### src/core/bzd_pkg.sv
// Package: constants, states and configuration carrier of the demag / zero-cross detector
package bzd_pkg;

  // ----------------------------------------------------------------
  // Clock and window timing
  // ----------------------------------------------------------------
  localparam int unsigned CLK_PERIOD_NS = 40;
  localparam int unsigned NS_PER_US = 1000;
  localparam int unsigned CYC_PER_US = NS_PER_US / CLK_PERIOD_NS;
  localparam int unsigned ZW_SHORT_STEP_US = 5;   // Codes 0..7 step
  localparam int unsigned ZW_LONG_BASE_US = 40;   // Codes 8..15 base
  localparam int unsigned ZW_LONG_STEP_US = 20;   // Codes 8..15 step
  localparam int unsigned WIN_W = 13;             // Holds 200 us of cycles

  // ----------------------------------------------------------------
  // Field layouts and reset values
  // ----------------------------------------------------------------
  localparam int unsigned FLD_W = 4;
  localparam int unsigned CNT_W = 5;              // Counts up to 16
  localparam int unsigned TMR_W_DEF = 8;
  localparam int unsigned ZFR_WIN_LSB = 4;        // Window field position
  localparam int unsigned ZFR_CNT_LSB = 0;        // Event count field position
  localparam logic [7:0] ZFR_RST = 8'hF0;         // 200 us window, limit of one
  localparam int unsigned SDIV_W = 3;             // Sample divider width

  // ----------------------------------------------------------------
  // Sequence states and configuration
  // ----------------------------------------------------------------
  typedef enum logic [1:0] {
    ST_IDLE,
    ST_DWAIT,
    ST_ZBLANK,
    ST_ZWAIT
  } bzd_state_e;

  typedef struct packed {
    logic position_sensor_mode_bit;
    logic detection_polarity_relation_bit;
    logic comparator_edge_bit;
    logic hw_demag_capture_enable;
    logic sim_demag_enable;
  } bzd_cfg_s;

endpackage : bzd_pkg

### src/core/bzd_evfilt.sv
// Consecutive-sample event counter used for both demag and zero-cross qualification
`timescale 1ns/100ps
module bzd_evfilt (
  // Clock and reset
  input wire logic core_clk_i,
  input wire logic rst_i,
  // Control
  input wire logic clr_i,
  input wire logic sample_i,
  input wire logic hit_i,
  input wire logic [bzd_pkg::FLD_W-1:0] limit_i,
  // Result
  output logic reached_o,
  output logic [bzd_pkg::CNT_W-1:0] count_o
);
  import bzd_pkg::*;

  logic [CNT_W-1:0] cnt_q;
  logic [CNT_W-1:0] cnt_d;

  assign reached_o = sample_i && hit_i && (cnt_q == {1'b0, limit_i});
  assign count_o = cnt_q;

  // Next count: restart on clear or on a non-qualifying sample
  always_comb begin
    cnt_d = cnt_q;
    if (clr_i || reached_o) begin
      cnt_d = '0;
    end else if (sample_i) begin
      cnt_d = hit_i ? cnt_q + 5'h01 : '0;
    end
  end

  // Counter register
  always_ff @(posedge core_clk_i or posedge rst_i) begin
    if (rst_i) begin
      cnt_q <= '0;
    end else begin
      cnt_q <= cnt_d;
    end
  end

endmodule : bzd_evfilt

### src/core/bzd_detector.sv
// Demagnetization and zero-crossing event detector with blanking window and filters
`timescale 1ns/100ps
// Summary of operation
// - Each demag event starts a zero-cross blanking window that hides crossings.
// - Window codes 0-7 give 5-40 us, codes 8-15 give 60-200 us.
// - After reset the window setting is the 200 us maximum.
// - Outside sensor mode, blanking is armed after hardware and software commutations alike.
// - After blanking, consecutive qualifying samples are counted before flagging zero cross.
// - Count field limit is field value plus one, 1 to 16, reset 1.
// - Comparator sampling rate is software selectable.
// - Simulated zero crossings bypass the counter: limit fixed at one.
// - Relation and edge bits choose the qualifying levels of both events.
// - Hardware demag is a comparator edge qualified by its own sample counter.
// - With capture enabled, hardware demag copies the timer into the delay register.
// - With simulation enabled, timer matching delay register raises demag.
// - With both sources on, the first one produces the step's demag.
// - Any demag sets the sticky demag flag; mask gates the request.
// - With simulation enabled, right after commutation, delay at or below timer gives demag now.
// - Outside sensor mode each step runs commutation, then demag, then zero cross, in order.
module bzd_detector #(
  parameter int unsigned TMR_W = bzd_pkg::TMR_W_DEF,
  parameter int unsigned ZW_CYC_PER_US = bzd_pkg::CYC_PER_US
) (
  // Clock and reset
  input wire logic core_clk_i,
  input wire logic rst_i,
  // Mode configuration
  input wire bzd_pkg::bzd_cfg_s cfg_i,
  input wire logic [1:0] sample_rate_sel_i,
  input wire logic [bzd_pkg::FLD_W-1:0] demag_event_count_field_i,
  input wire logic demag_interrupt_mask_i,
  // Zero cross filter register write port
  input wire logic zfr_wr_i,
  input wire logic [7:0] zfr_wdata_i,
  // Demag delay register write port
  input wire logic ddr_wr_i,
  input wire logic [TMR_W-1:0] ddr_wdata_i,
  // Motor side events and comparator
  input wire logic commutation_i,
  input wire logic phase_sense_cmp_i,
  input wire logic sim_zero_cross_i,
  input wire logic [TMR_W-1:0] motor_step_timer_i,
  // Flag clears
  input wire logic demag_flag_clr_i,
  input wire logic zc_flag_clr_i,
  // Events and status
  output logic demag_event_o,
  output logic zc_event_o,
  output logic demag_interrupt_flag_o,
  output logic zc_flag_o,
  output logic demag_irq_o,
  output logic [7:0] zero_cross_filter_register_o,
  output logic [TMR_W-1:0] demag_delay_register_o,
  output bzd_pkg::bzd_state_e state_o
);
  import bzd_pkg::*;

  // ----------------------------------------------------------------
  // Declarations
  // ----------------------------------------------------------------
  bzd_state_e state_q, state_d;
  logic [WIN_W-1:0] blank_q, blank_d, win_cyc;
  logic [7:0] zfr_q, zfr_d;
  logic [TMR_W-1:0] ddr_q, ddr_d;
  logic [SDIV_W-1:0] sdiv_q, sdiv_d;
  logic check_q, check_d;
  logic dflag_q, dflag_d, zflag_q, zflag_d;
  logic sample, z_level, d_level, prev_cmp_q, prev_cmp_d;
  logic d_reached, z_reached, hw_d, sim_d, chk_d, hw_z;
  logic [CNT_W-1:0] z_count, d_count;
  int unsigned win_us;

  // ----------------------------------------------------------------
  // Sampling and polarity
  // ----------------------------------------------------------------
  // selectable rate
  always_comb begin
    sample = (sdiv_q == SDIV_W'((1 << sample_rate_sel_i) - 1));
    sdiv_d = sample ? '0 : sdiv_q + 3'h1;
  end

  always_comb begin
    z_level = ~cfg_i.comparator_edge_bit;
    d_level = cfg_i.detection_polarity_relation_bit ? z_level : ~z_level;
  end

  // demag seen only after the comparator moved onto the demag level from the other level
  bzd_evfilt u_dfilt (
    .core_clk_i(core_clk_i),
    .rst_i(rst_i),
    .clr_i(state_q != ST_DWAIT),
    .sample_i(sample),
    .hit_i(phase_sense_cmp_i == d_level && (prev_cmp_q != d_level || d_count != '0)),
    .limit_i(demag_event_count_field_i),
    .reached_o(d_reached),
    .count_o(d_count)
  );

  bzd_evfilt u_zfilt (
    .core_clk_i(core_clk_i),
    .rst_i(rst_i),
    .clr_i(state_q != ST_ZWAIT),
    .sample_i(sample),
    .hit_i(phase_sense_cmp_i == z_level),
    .limit_i(zfr_q[ZFR_CNT_LSB +: FLD_W]),
    .reached_o(z_reached),
    .count_o(z_count)
  );

  // ----------------------------------------------------------------
  // Window length
  // ----------------------------------------------------------------
  // code to cycles
  always_comb begin
    win_us = zfr_q[ZFR_WIN_LSB + 3] ?
      ZW_LONG_BASE_US + (int'(zfr_q[ZFR_WIN_LSB +: 3]) + 1) * ZW_LONG_STEP_US :
      (int'(zfr_q[ZFR_WIN_LSB +: 3]) + 1) * ZW_SHORT_STEP_US;
    win_cyc = WIN_W'(win_us * ZW_CYC_PER_US);
  end

  // ----------------------------------------------------------------
  // Event sources
  // ----------------------------------------------------------------
  // hardware, match and post-commutation check race; first wins
  always_comb begin
    hw_d = (state_q == ST_DWAIT) && d_reached &&
           (cfg_i.hw_demag_capture_enable || !cfg_i.sim_demag_enable);
    sim_d = (state_q == ST_DWAIT) && cfg_i.sim_demag_enable &&
            (motor_step_timer_i == ddr_q);
    chk_d = (state_q == ST_DWAIT) && check_q && cfg_i.sim_demag_enable &&
            (ddr_q <= motor_step_timer_i);
    demag_event_o = (hw_d || sim_d || chk_d) && !commutation_i;
    hw_z = (state_q == ST_ZWAIT) && z_reached;
    // simulated crossing needs one event only
    zc_event_o = (state_q == ST_ZWAIT) && (hw_z || sim_zero_cross_i) && !commutation_i;
  end

  // ----------------------------------------------------------------
  // Step sequence
  // ----------------------------------------------------------------
  // commutation, demag, zero cross
  always_comb begin
    state_d = state_q;
    blank_d = blank_q;
    check_d = 1'b0;
    prev_cmp_d = sample ? phase_sense_cmp_i : prev_cmp_q;
    if (commutation_i) begin
      // any commutation re-arms; sensor mode skips demag and blanking
      state_d = cfg_i.position_sensor_mode_bit ? ST_ZWAIT : ST_DWAIT;
      check_d = !cfg_i.position_sensor_mode_bit;
    end else begin
      unique case (state_q)
        ST_IDLE: begin
          state_d = ST_IDLE;
        end
        ST_DWAIT: begin
          if (demag_event_o) begin
            state_d = ST_ZBLANK;
            blank_d = win_cyc;
          end
        end
        ST_ZBLANK: begin
          blank_d = blank_q - 13'h0001;
          if (blank_q <= 13'h0001) begin
            state_d = ST_ZWAIT;
          end
        end
        ST_ZWAIT: begin
          if (zc_event_o) begin
            state_d = ST_IDLE;
          end
        end
      endcase
    end
  end

  // ----------------------------------------------------------------
  // Registers written by software and hardware
  // ----------------------------------------------------------------
  always_comb begin
    zfr_d = zfr_wr_i ? zfr_wdata_i : zfr_q;
    ddr_d = ddr_q;
    if (ddr_wr_i) begin
      ddr_d = ddr_wdata_i;
    end
    if (hw_d && cfg_i.hw_demag_capture_enable && demag_event_o) begin
      ddr_d = motor_step_timer_i;
    // overwrite with timer on late delay
    end else if (chk_d && demag_event_o) begin
      ddr_d = motor_step_timer_i;
    end
    dflag_d = demag_event_o || (dflag_q && !demag_flag_clr_i);
    zflag_d = zc_event_o || (zflag_q && !zc_flag_clr_i);
  end

  always_ff @(posedge core_clk_i or posedge rst_i) begin
    if (rst_i) begin
      state_q <= ST_IDLE;
      blank_q <= '0;
      zfr_q <= ZFR_RST;
      ddr_q <= '0;
      sdiv_q <= '0;
      check_q <= 1'b0;
      dflag_q <= 1'b0;
      zflag_q <= 1'b0;
      prev_cmp_q <= 1'b0;
    end else begin
      state_q <= state_d;
      blank_q <= blank_d;
      zfr_q <= zfr_d;
      ddr_q <= ddr_d;
      sdiv_q <= sdiv_d;
      check_q <= check_d;
      dflag_q <= dflag_d;
      zflag_q <= zflag_d;
      prev_cmp_q <= prev_cmp_d;
    end
  end

  // Outputs
  assign demag_interrupt_flag_o = dflag_q;
  assign zc_flag_o = zflag_q;
  assign demag_irq_o = dflag_q && demag_interrupt_mask_i;
  assign zero_cross_filter_register_o = zfr_q;
  assign demag_delay_register_o = ddr_q;
  assign state_o = state_q;
endmodule : bzd_detector

### config.mk
export PLATFORM = sky130hd
export DESIGN_NAME = bzd_detector
export DESIGN_NICKNAME = d
export VERILOG_FILES = /design/src/core/bzd_pkg.sv /design/src/core/bzd_evfilt.sv /design/src/core/bzd_detector.sv
export SDC_FILE = /design/constraint.sdc
export NUM_CORES = 1
export LEC_CHECK = 0
export ABC_AREA = 1
export BUFFER_PORTS_ARGS = -buffer_cell sky130_fd_sc_hd__buf_2
export CORE_AREA = 10 10 101 103
export CTS_CLUSTER_DIAMETER = 100
export DETAILED_ROUTE_END_ITERATION = 7
export DIE_AREA = 0 0 111 113
export GPL_ROUTABILITY_DRIVEN = 0
export GPL_TIMING_DRIVEN = 0
export PLACE_DENSITY = 0.87
export REMOVE_ABC_BUFFERS = 1
export SLEW_MARGIN = 0
export SYNTH_ARGS = -nofsm -noshare
export SYNTH_HDL_FRONTEND = slang
export SYNTH_SLANG_ARGS = --single-unit
### constraint.sdc
create_clock -name core_clk_i -period 9.6 [get_ports core_clk_i]
set_input_delay 1.44 -clock core_clk_i [delete_from_list [all_inputs] [get_ports core_clk_i]]
set_output_delay 1.44 -clock core_clk_i [all_outputs]
set_load 0.02 [all_outputs]
== Word-level counts from Yosys, hierarchy flattened ==
Index checks and enable logic that the tools add are counted.
Operators by class
  add/sub/neg operators: 7
  equal/unequal tests: 16
  multipliers: 3
  reductions and logical operators: 44
  shift operators: 1
  multiplexer cells: 21
  $lt $le $gt $ge: 2
  bitwise operators: 2
Operators with widths (count)
  $add A6 B32 Y32 const A: 1
  $mul A32 B3 Y30 const B: 1
  $mul A32 B5 Y13 const B: 1
  $mux W32: 1
  $mux W5: 6
  $pmux W13 S2: 1
  $mux W8: 3
  $logic_and A1 B1 Y1: 22
  $le A13 B1 Y1 const B: 1
  $mux W13: 1
  $sub A13 B1 Y13 const B: 1
  $add A5 B1 Y5 const B: 2
  $eq A5 B4 Y1: 2
  $mux W2: 5
  $logic_or A1 B1 Y1: 9
  $ne A3 B3 Y1 const B: 3
  $eq A8 B8 Y1: 1
  $le A8 B8 Y1: 1
  $pmux W2 S4: 1
  $mul A4 B3 Y7 const B: 1
  $reduce_and A3 Y1: 2
  $reduce_bool A2 Y1: 3
  $logic_not A1 Y1: 5
  $reduce_bool A5 Y1: 1
  other kinds (16): 21
Storage, ports and cells
  input bits: 45
  output and inout bits: 23
  bits in registers: 48
  word-level logic and storage cells: 107

== Longest topological paths before layout ==
  depth after elaboration: 15
  depth in mapped cells: 28
  gate-level depth less buffers: 28

== By module ==
Synthesis repeated with hierarchy kept, for this count alone.
Unflattened totals
  cells, all modules: 565
  area, all modules: 4274.1 um^2
By module, submodules not included
  bzd_detector: cells each 455, sequential area each 955.9 um^2, area an instance 3518.4 um^2, instances 1
  bzd_evfilt: cells each 55, sequential area each 125.1 um^2, area an instance 377.9 um^2, instances 2

== Least setup slack after synthesis ==
No wires, ideal clock.
  path kind: register to register
  start: register zfr_q[4] (netlist: zero_cross_filter_register_o[4])
  end: register blank_q[12]
  path buffers: 0
  library setup time: 0.116 ns
  arrival time: 4.298 ns
  slack: 5.186 ns
  cell stages (with the launch flop): 23
  data required time: 9.484 ns
  cells stage by stage: dfstp_2 > ha_1 > ha_1 > ha_1 > inv_1 > nand2_1 > xor2_1 > o21ai_1 > xor2_1 > inv_1 > ha_1 > inv_1 > fa_1 > inv_1 > ha_1 > a21oi_1 > o21ai_0 > a31oi_1 > nand3_1 > nand3_1 > nand2_1 > nand2_1 > nand2_1
Between the ends
  longest elaborated chain between the ends: 7
Ends and longest elaborated chain
  start: declaration: line bzd_detector.sv:63  | logic [7:0] zfr_q, zfr_d;
  start signal: assignment: line bzd_detector.sv:210  | zfr_q <= zfr_d;
  $add A3 B1 Y4 *: line bzd_detector.sv:116, bzd_detector.sv:117
  $mul A32 B3 Y30: line bzd_detector.sv:116, bzd_detector.sv:117
  $add A6 B32 Y32: line bzd_detector.sv:116  | ZW_LONG_BASE_US + (int'(zfr_q[ZFR_WIN_LSB +: 3]) + 1) * ZW_LONG_STEP_US :
  $mux W32 *: line bzd_detector.sv:115  | win_us = zfr_q[ZFR_WIN_LSB + 3] ?
  $mul A32 B5 Y13 *: line bzd_detector.sv:118  | win_cyc = WIN_W'(win_us * ZW_CYC_PER_US);
  $mux W13 *: line bzd_detector.sv:157  | if (demag_event_o) begin
  $pmux W13 S2 *: line bzd_detector.sv:152  | unique case (state_q)
  end signal: assignment: line bzd_detector.sv:209  | blank_q <= blank_d;
  end: declaration: line bzd_detector.sv:62  | logic [WIN_W-1:0] blank_q, blank_d, win_cyc;
Mark *: on every way between the ends. The rest lies on a longest branch, timed or not. The select of a mux whose other input is x is not followed.
A chain may end at the register's enable or synchronous reset.

== Final worst setup path ==
  start: register zfr_q[4] (netlist: zero_cross_filter_register_o[4])
  end: register blank_q[10]
The elaborated chain is that of the path after synthesis.

==> results.sh <==
export IMPL_ys_ff_latch=48
export IMPL_synth_top_cell_area_share=0.248
export IMPL_ant_nets=0
export IMPL_routed_wl_um=10500
export IMPL_power_density_nw_per_um2=229
export IMPL_die_y_um=113
export IMPL_grt_usage=0.161
export IMPL_avgViaCountPerCell=5.36
export IMPL_clk_pin_slew_ns=0.09
export IMPL_grt_busiest_layer="met2"
export IMPL_worstSetupEndpointType="flop"
export IMPL_crit_arrival_ns=5.01
export IMPL_fin_crit_ns=4.81
export IMPL_num_rows=33
export IMPL_h_tree_depth=2
export IMPL_hold_ws_ns=0.496
export IMPL_critPathKind="reg -> reg"
export IMPL_synth_top_area_cell="dfrtp_1"
export IMPL_insertion_delay_ns=0.30
export IMPL_use_met1=0.179
export IMPL_wl_per_cell_um=13.1
export IMPL_hold_viol=0
export IMPL_synth_main_ff_cell="dfrtp_1"
export IMPL_first_pass_iters=5
export IMPL_start_kind="flop"
export IMPL_fin_util=0.612
export IMPL_cts_sinks=48
export IMPL_initialDrtViolationCount=267
export IMPL_finalSetupViolCount=0
export IMPL_status="complete, no violations"
export IMPL_cts_tree="yes"
export IMPL_first_global_vias=4168
export IMPL_drive_gt1_frac=0.149
export IMPL_worst_r2r_cell_count=23
export IMPL_n_antenna_cell=0
export IMPL_drcViolationCount=0
export IMPL_maxSlewHeadroom=0.609
export IMPL_synth_cell_types=40
export IMPL_ir_drop_v=0.000163
export IMPL_cts_buffer_depth=2
export IMPL_grt_max_degree=43
export IMPL_setup_ws_ns=4.79
export IMPL_cp_max_fo=6
export IMPL_synth_edf_count=0
export IMPL_ys_async_sr_fraction=1.00
export IMPL_fmax_ghz=0.208
export IMPL_syn_area_per_cell_um2=7.01
export IMPL_power_mw=1.14
export IMPL_worst_pin_slew_ns=0.582
export IMPL_initial_core_util=0.547
export IMPL_gr_total_overflow=0
export IMPL_ys_seq_area_frac=0.271
export IMPL_post_cts_buffers=0
export IMPL_post_route_period_util=0.501
export IMPL_rsz0062_at_grt="false"
export IMPL_io_buffers=67
export IMPL_hpwl_um=8330
export IMPL_grt_use_met2=0.312
export IMPL_grt_pass1_wl_um=18000
export IMPL_clock_skew_ns=0.00408
export IMPL_dp_slack_ns=4.81
export IMPL_die_x_um=111
export IMPL_ios=68
export IMPL_holdPathStages=1
export IMPL_final_nets=795
export IMPL_ctsResizeCount=0
export IMPL_hold_path_class="reg -> reg"
export IMPL_postCtsHoldBufs=0
export IMPL_synth_common_cells="188 x nand2_1, 99 x inv_1, 50 x ha_1"
export IMPL_gr_usage_met3=0.0275
export IMPL_synth_area_leaders="dfrtp_1 25%, nand2_1 16%, ha_1 14%"
export IMPL_ys_warn_count=0
export IMPL_cts_root_buffer_cell="clkbuf_8"
export IMPL_area_growth_pct=11.9
export IMPL_slew_violations=0
export IMPL_syn_inst=634
export IMPL_cts_buffers=5
export IMPL_p_leak_nw=2.80
export IMPL_required_ns=9.80
export IMPL_antenna_found_initial=0
export IMPL_tns_ns=0
export IMPL_syn_area_um2=4450
export IMPL_num_vias=4298
export IMPL_yosysMostFrequentCell="nand2_1"
export IMPL_drv_cap=0
export IMPL_dieArea_um2=12500
export IMPL_core_region_area_um2=8130
==> metrics by stage <==
stage	std cells	instance area, µm²
floorplan	621	4380
global route	802	4980
global placement	793	4840
finish	802	4980
detailed placement	794	4860
CTS	802	4980
==> layer usage <==
metal / wire length [µm] / up-vias
met5: 0 / -
met4: 102 / 0
met3: 449 / 14
met2: 5580 / 116
met1: 4340 / 1988
li1: - / 2180
==> cells by family after synthesis <==
kind of cell	share of synthesized area
AOI/OAI and AO/OA	0.0816
xor gates and xnor gates	0.0473
adders and majority gates	0.159
buffers and inverters	0.102
DFF	0.271
muxes	0.0127
and+or+nand+nor	0.326
==> report_power, final <==
part / leakage (nW) / switching [mW] / total, mW / internal (mW)
logic: 2.15 / 0.436 / 0.689 / 0.253
clock network: 0.0541 / 0.0716 / 0.149 / 0.0772
registers: 0.604 / 0.0497 / 0.302 / 0.252
total: 2.80 / 0.557 / 1.14 / 0.582
==> layout make-up <==
class	instances	area (µm²)
fillers	675	3160
multi-input cells	470	2790
flip-flops and latches	48	1210
inverters	103	387
repair buffers	68	355
well taps	105	131
clock buffers	5	68.8
clock inverters	3	42.5
==> critical path: stages (launching register included) <==
cell      delay (ns)
dfstp_2         0.57
ha_1            0.29
ha_1            0.30
ha_1            0.34
inv_1           0.09
nand2_1         0.10
xor2_1          0.18
o21ai_1         0.49
xor2_1          0.19
inv_1           0.05
ha_1            0.27
inv_1           0.05
fa_1            0.55
inv_1           0.05
ha_1            0.36
nand2_1         0.09
inv_1           0.08
nand4_1         0.08
o211ai_1        0.11
a21oi_1         0.09
o21ai_0         0.12
o21ai_0         0.13
nand2_1         0.09
nand2_1         0.05
==> worst paths after layout <==
path / startpoint / slack (ns) / to
worst min-delay path: sdiv_q[0] / 0.50 / sdiv_q[0]
max in group asynchronous: rst_i / 8.07 / zero_cross_filter_register_o[6]
worst max register to register: zero_cross_filter_register_o[4] / 4.79 / blank_q[10]
worst min register to register: sdiv_q[0] / 0.50 / sdiv_q[0]
worst max-delay path: zero_cross_filter_register_o[4] / 4.79 / blank_q[10]
min in group asynchronous: rst_i / 1.02 / zero_cross_filter_register_o[2]
==> registers in the layout, summed over array words and instances (netlist names) <==
| register | flops |
|---|---|
| blank_q | 13 |
| check_q | 1 |
| demag_delay_register_o | 8 |
| demag_interrupt_flag_o | 1 |
| prev_cmp_q | 1 |
| sdiv_q | 3 |
| state_o | 2 |
| u_dfilt.count_o | 5 |
| u_zfilt.count_o | 5 |
| zc_flag_o | 1 |
| zero_cross_filter_register_o | 8 |
==> layout by cell type (no fill, tap or decap), types with 2 or more instances in the layout <==
master	instances
nand4_1	39
dfrtp_1	44
inv_1	98
o21ai_2	2
nor2_2	2
a21o_1	2
mux2_2	5
dfstp_2	4
xor2_1	16
o22ai_1	6
nor3_1	3
buf_2	67
ha_1	50
inv_2	3
a21oi_1	12
clkbuf_8	5
fa_1	4
o21bai_1	3
o21ai_0	35
nor2_1	39
nand2_2	3
nand3_1	35
clkinv_1	2
nor2_4	2
xnor2_1	8
nand2_1	188
nand3_2	5
No activity file was read; power rests on OpenSTA's default activity.
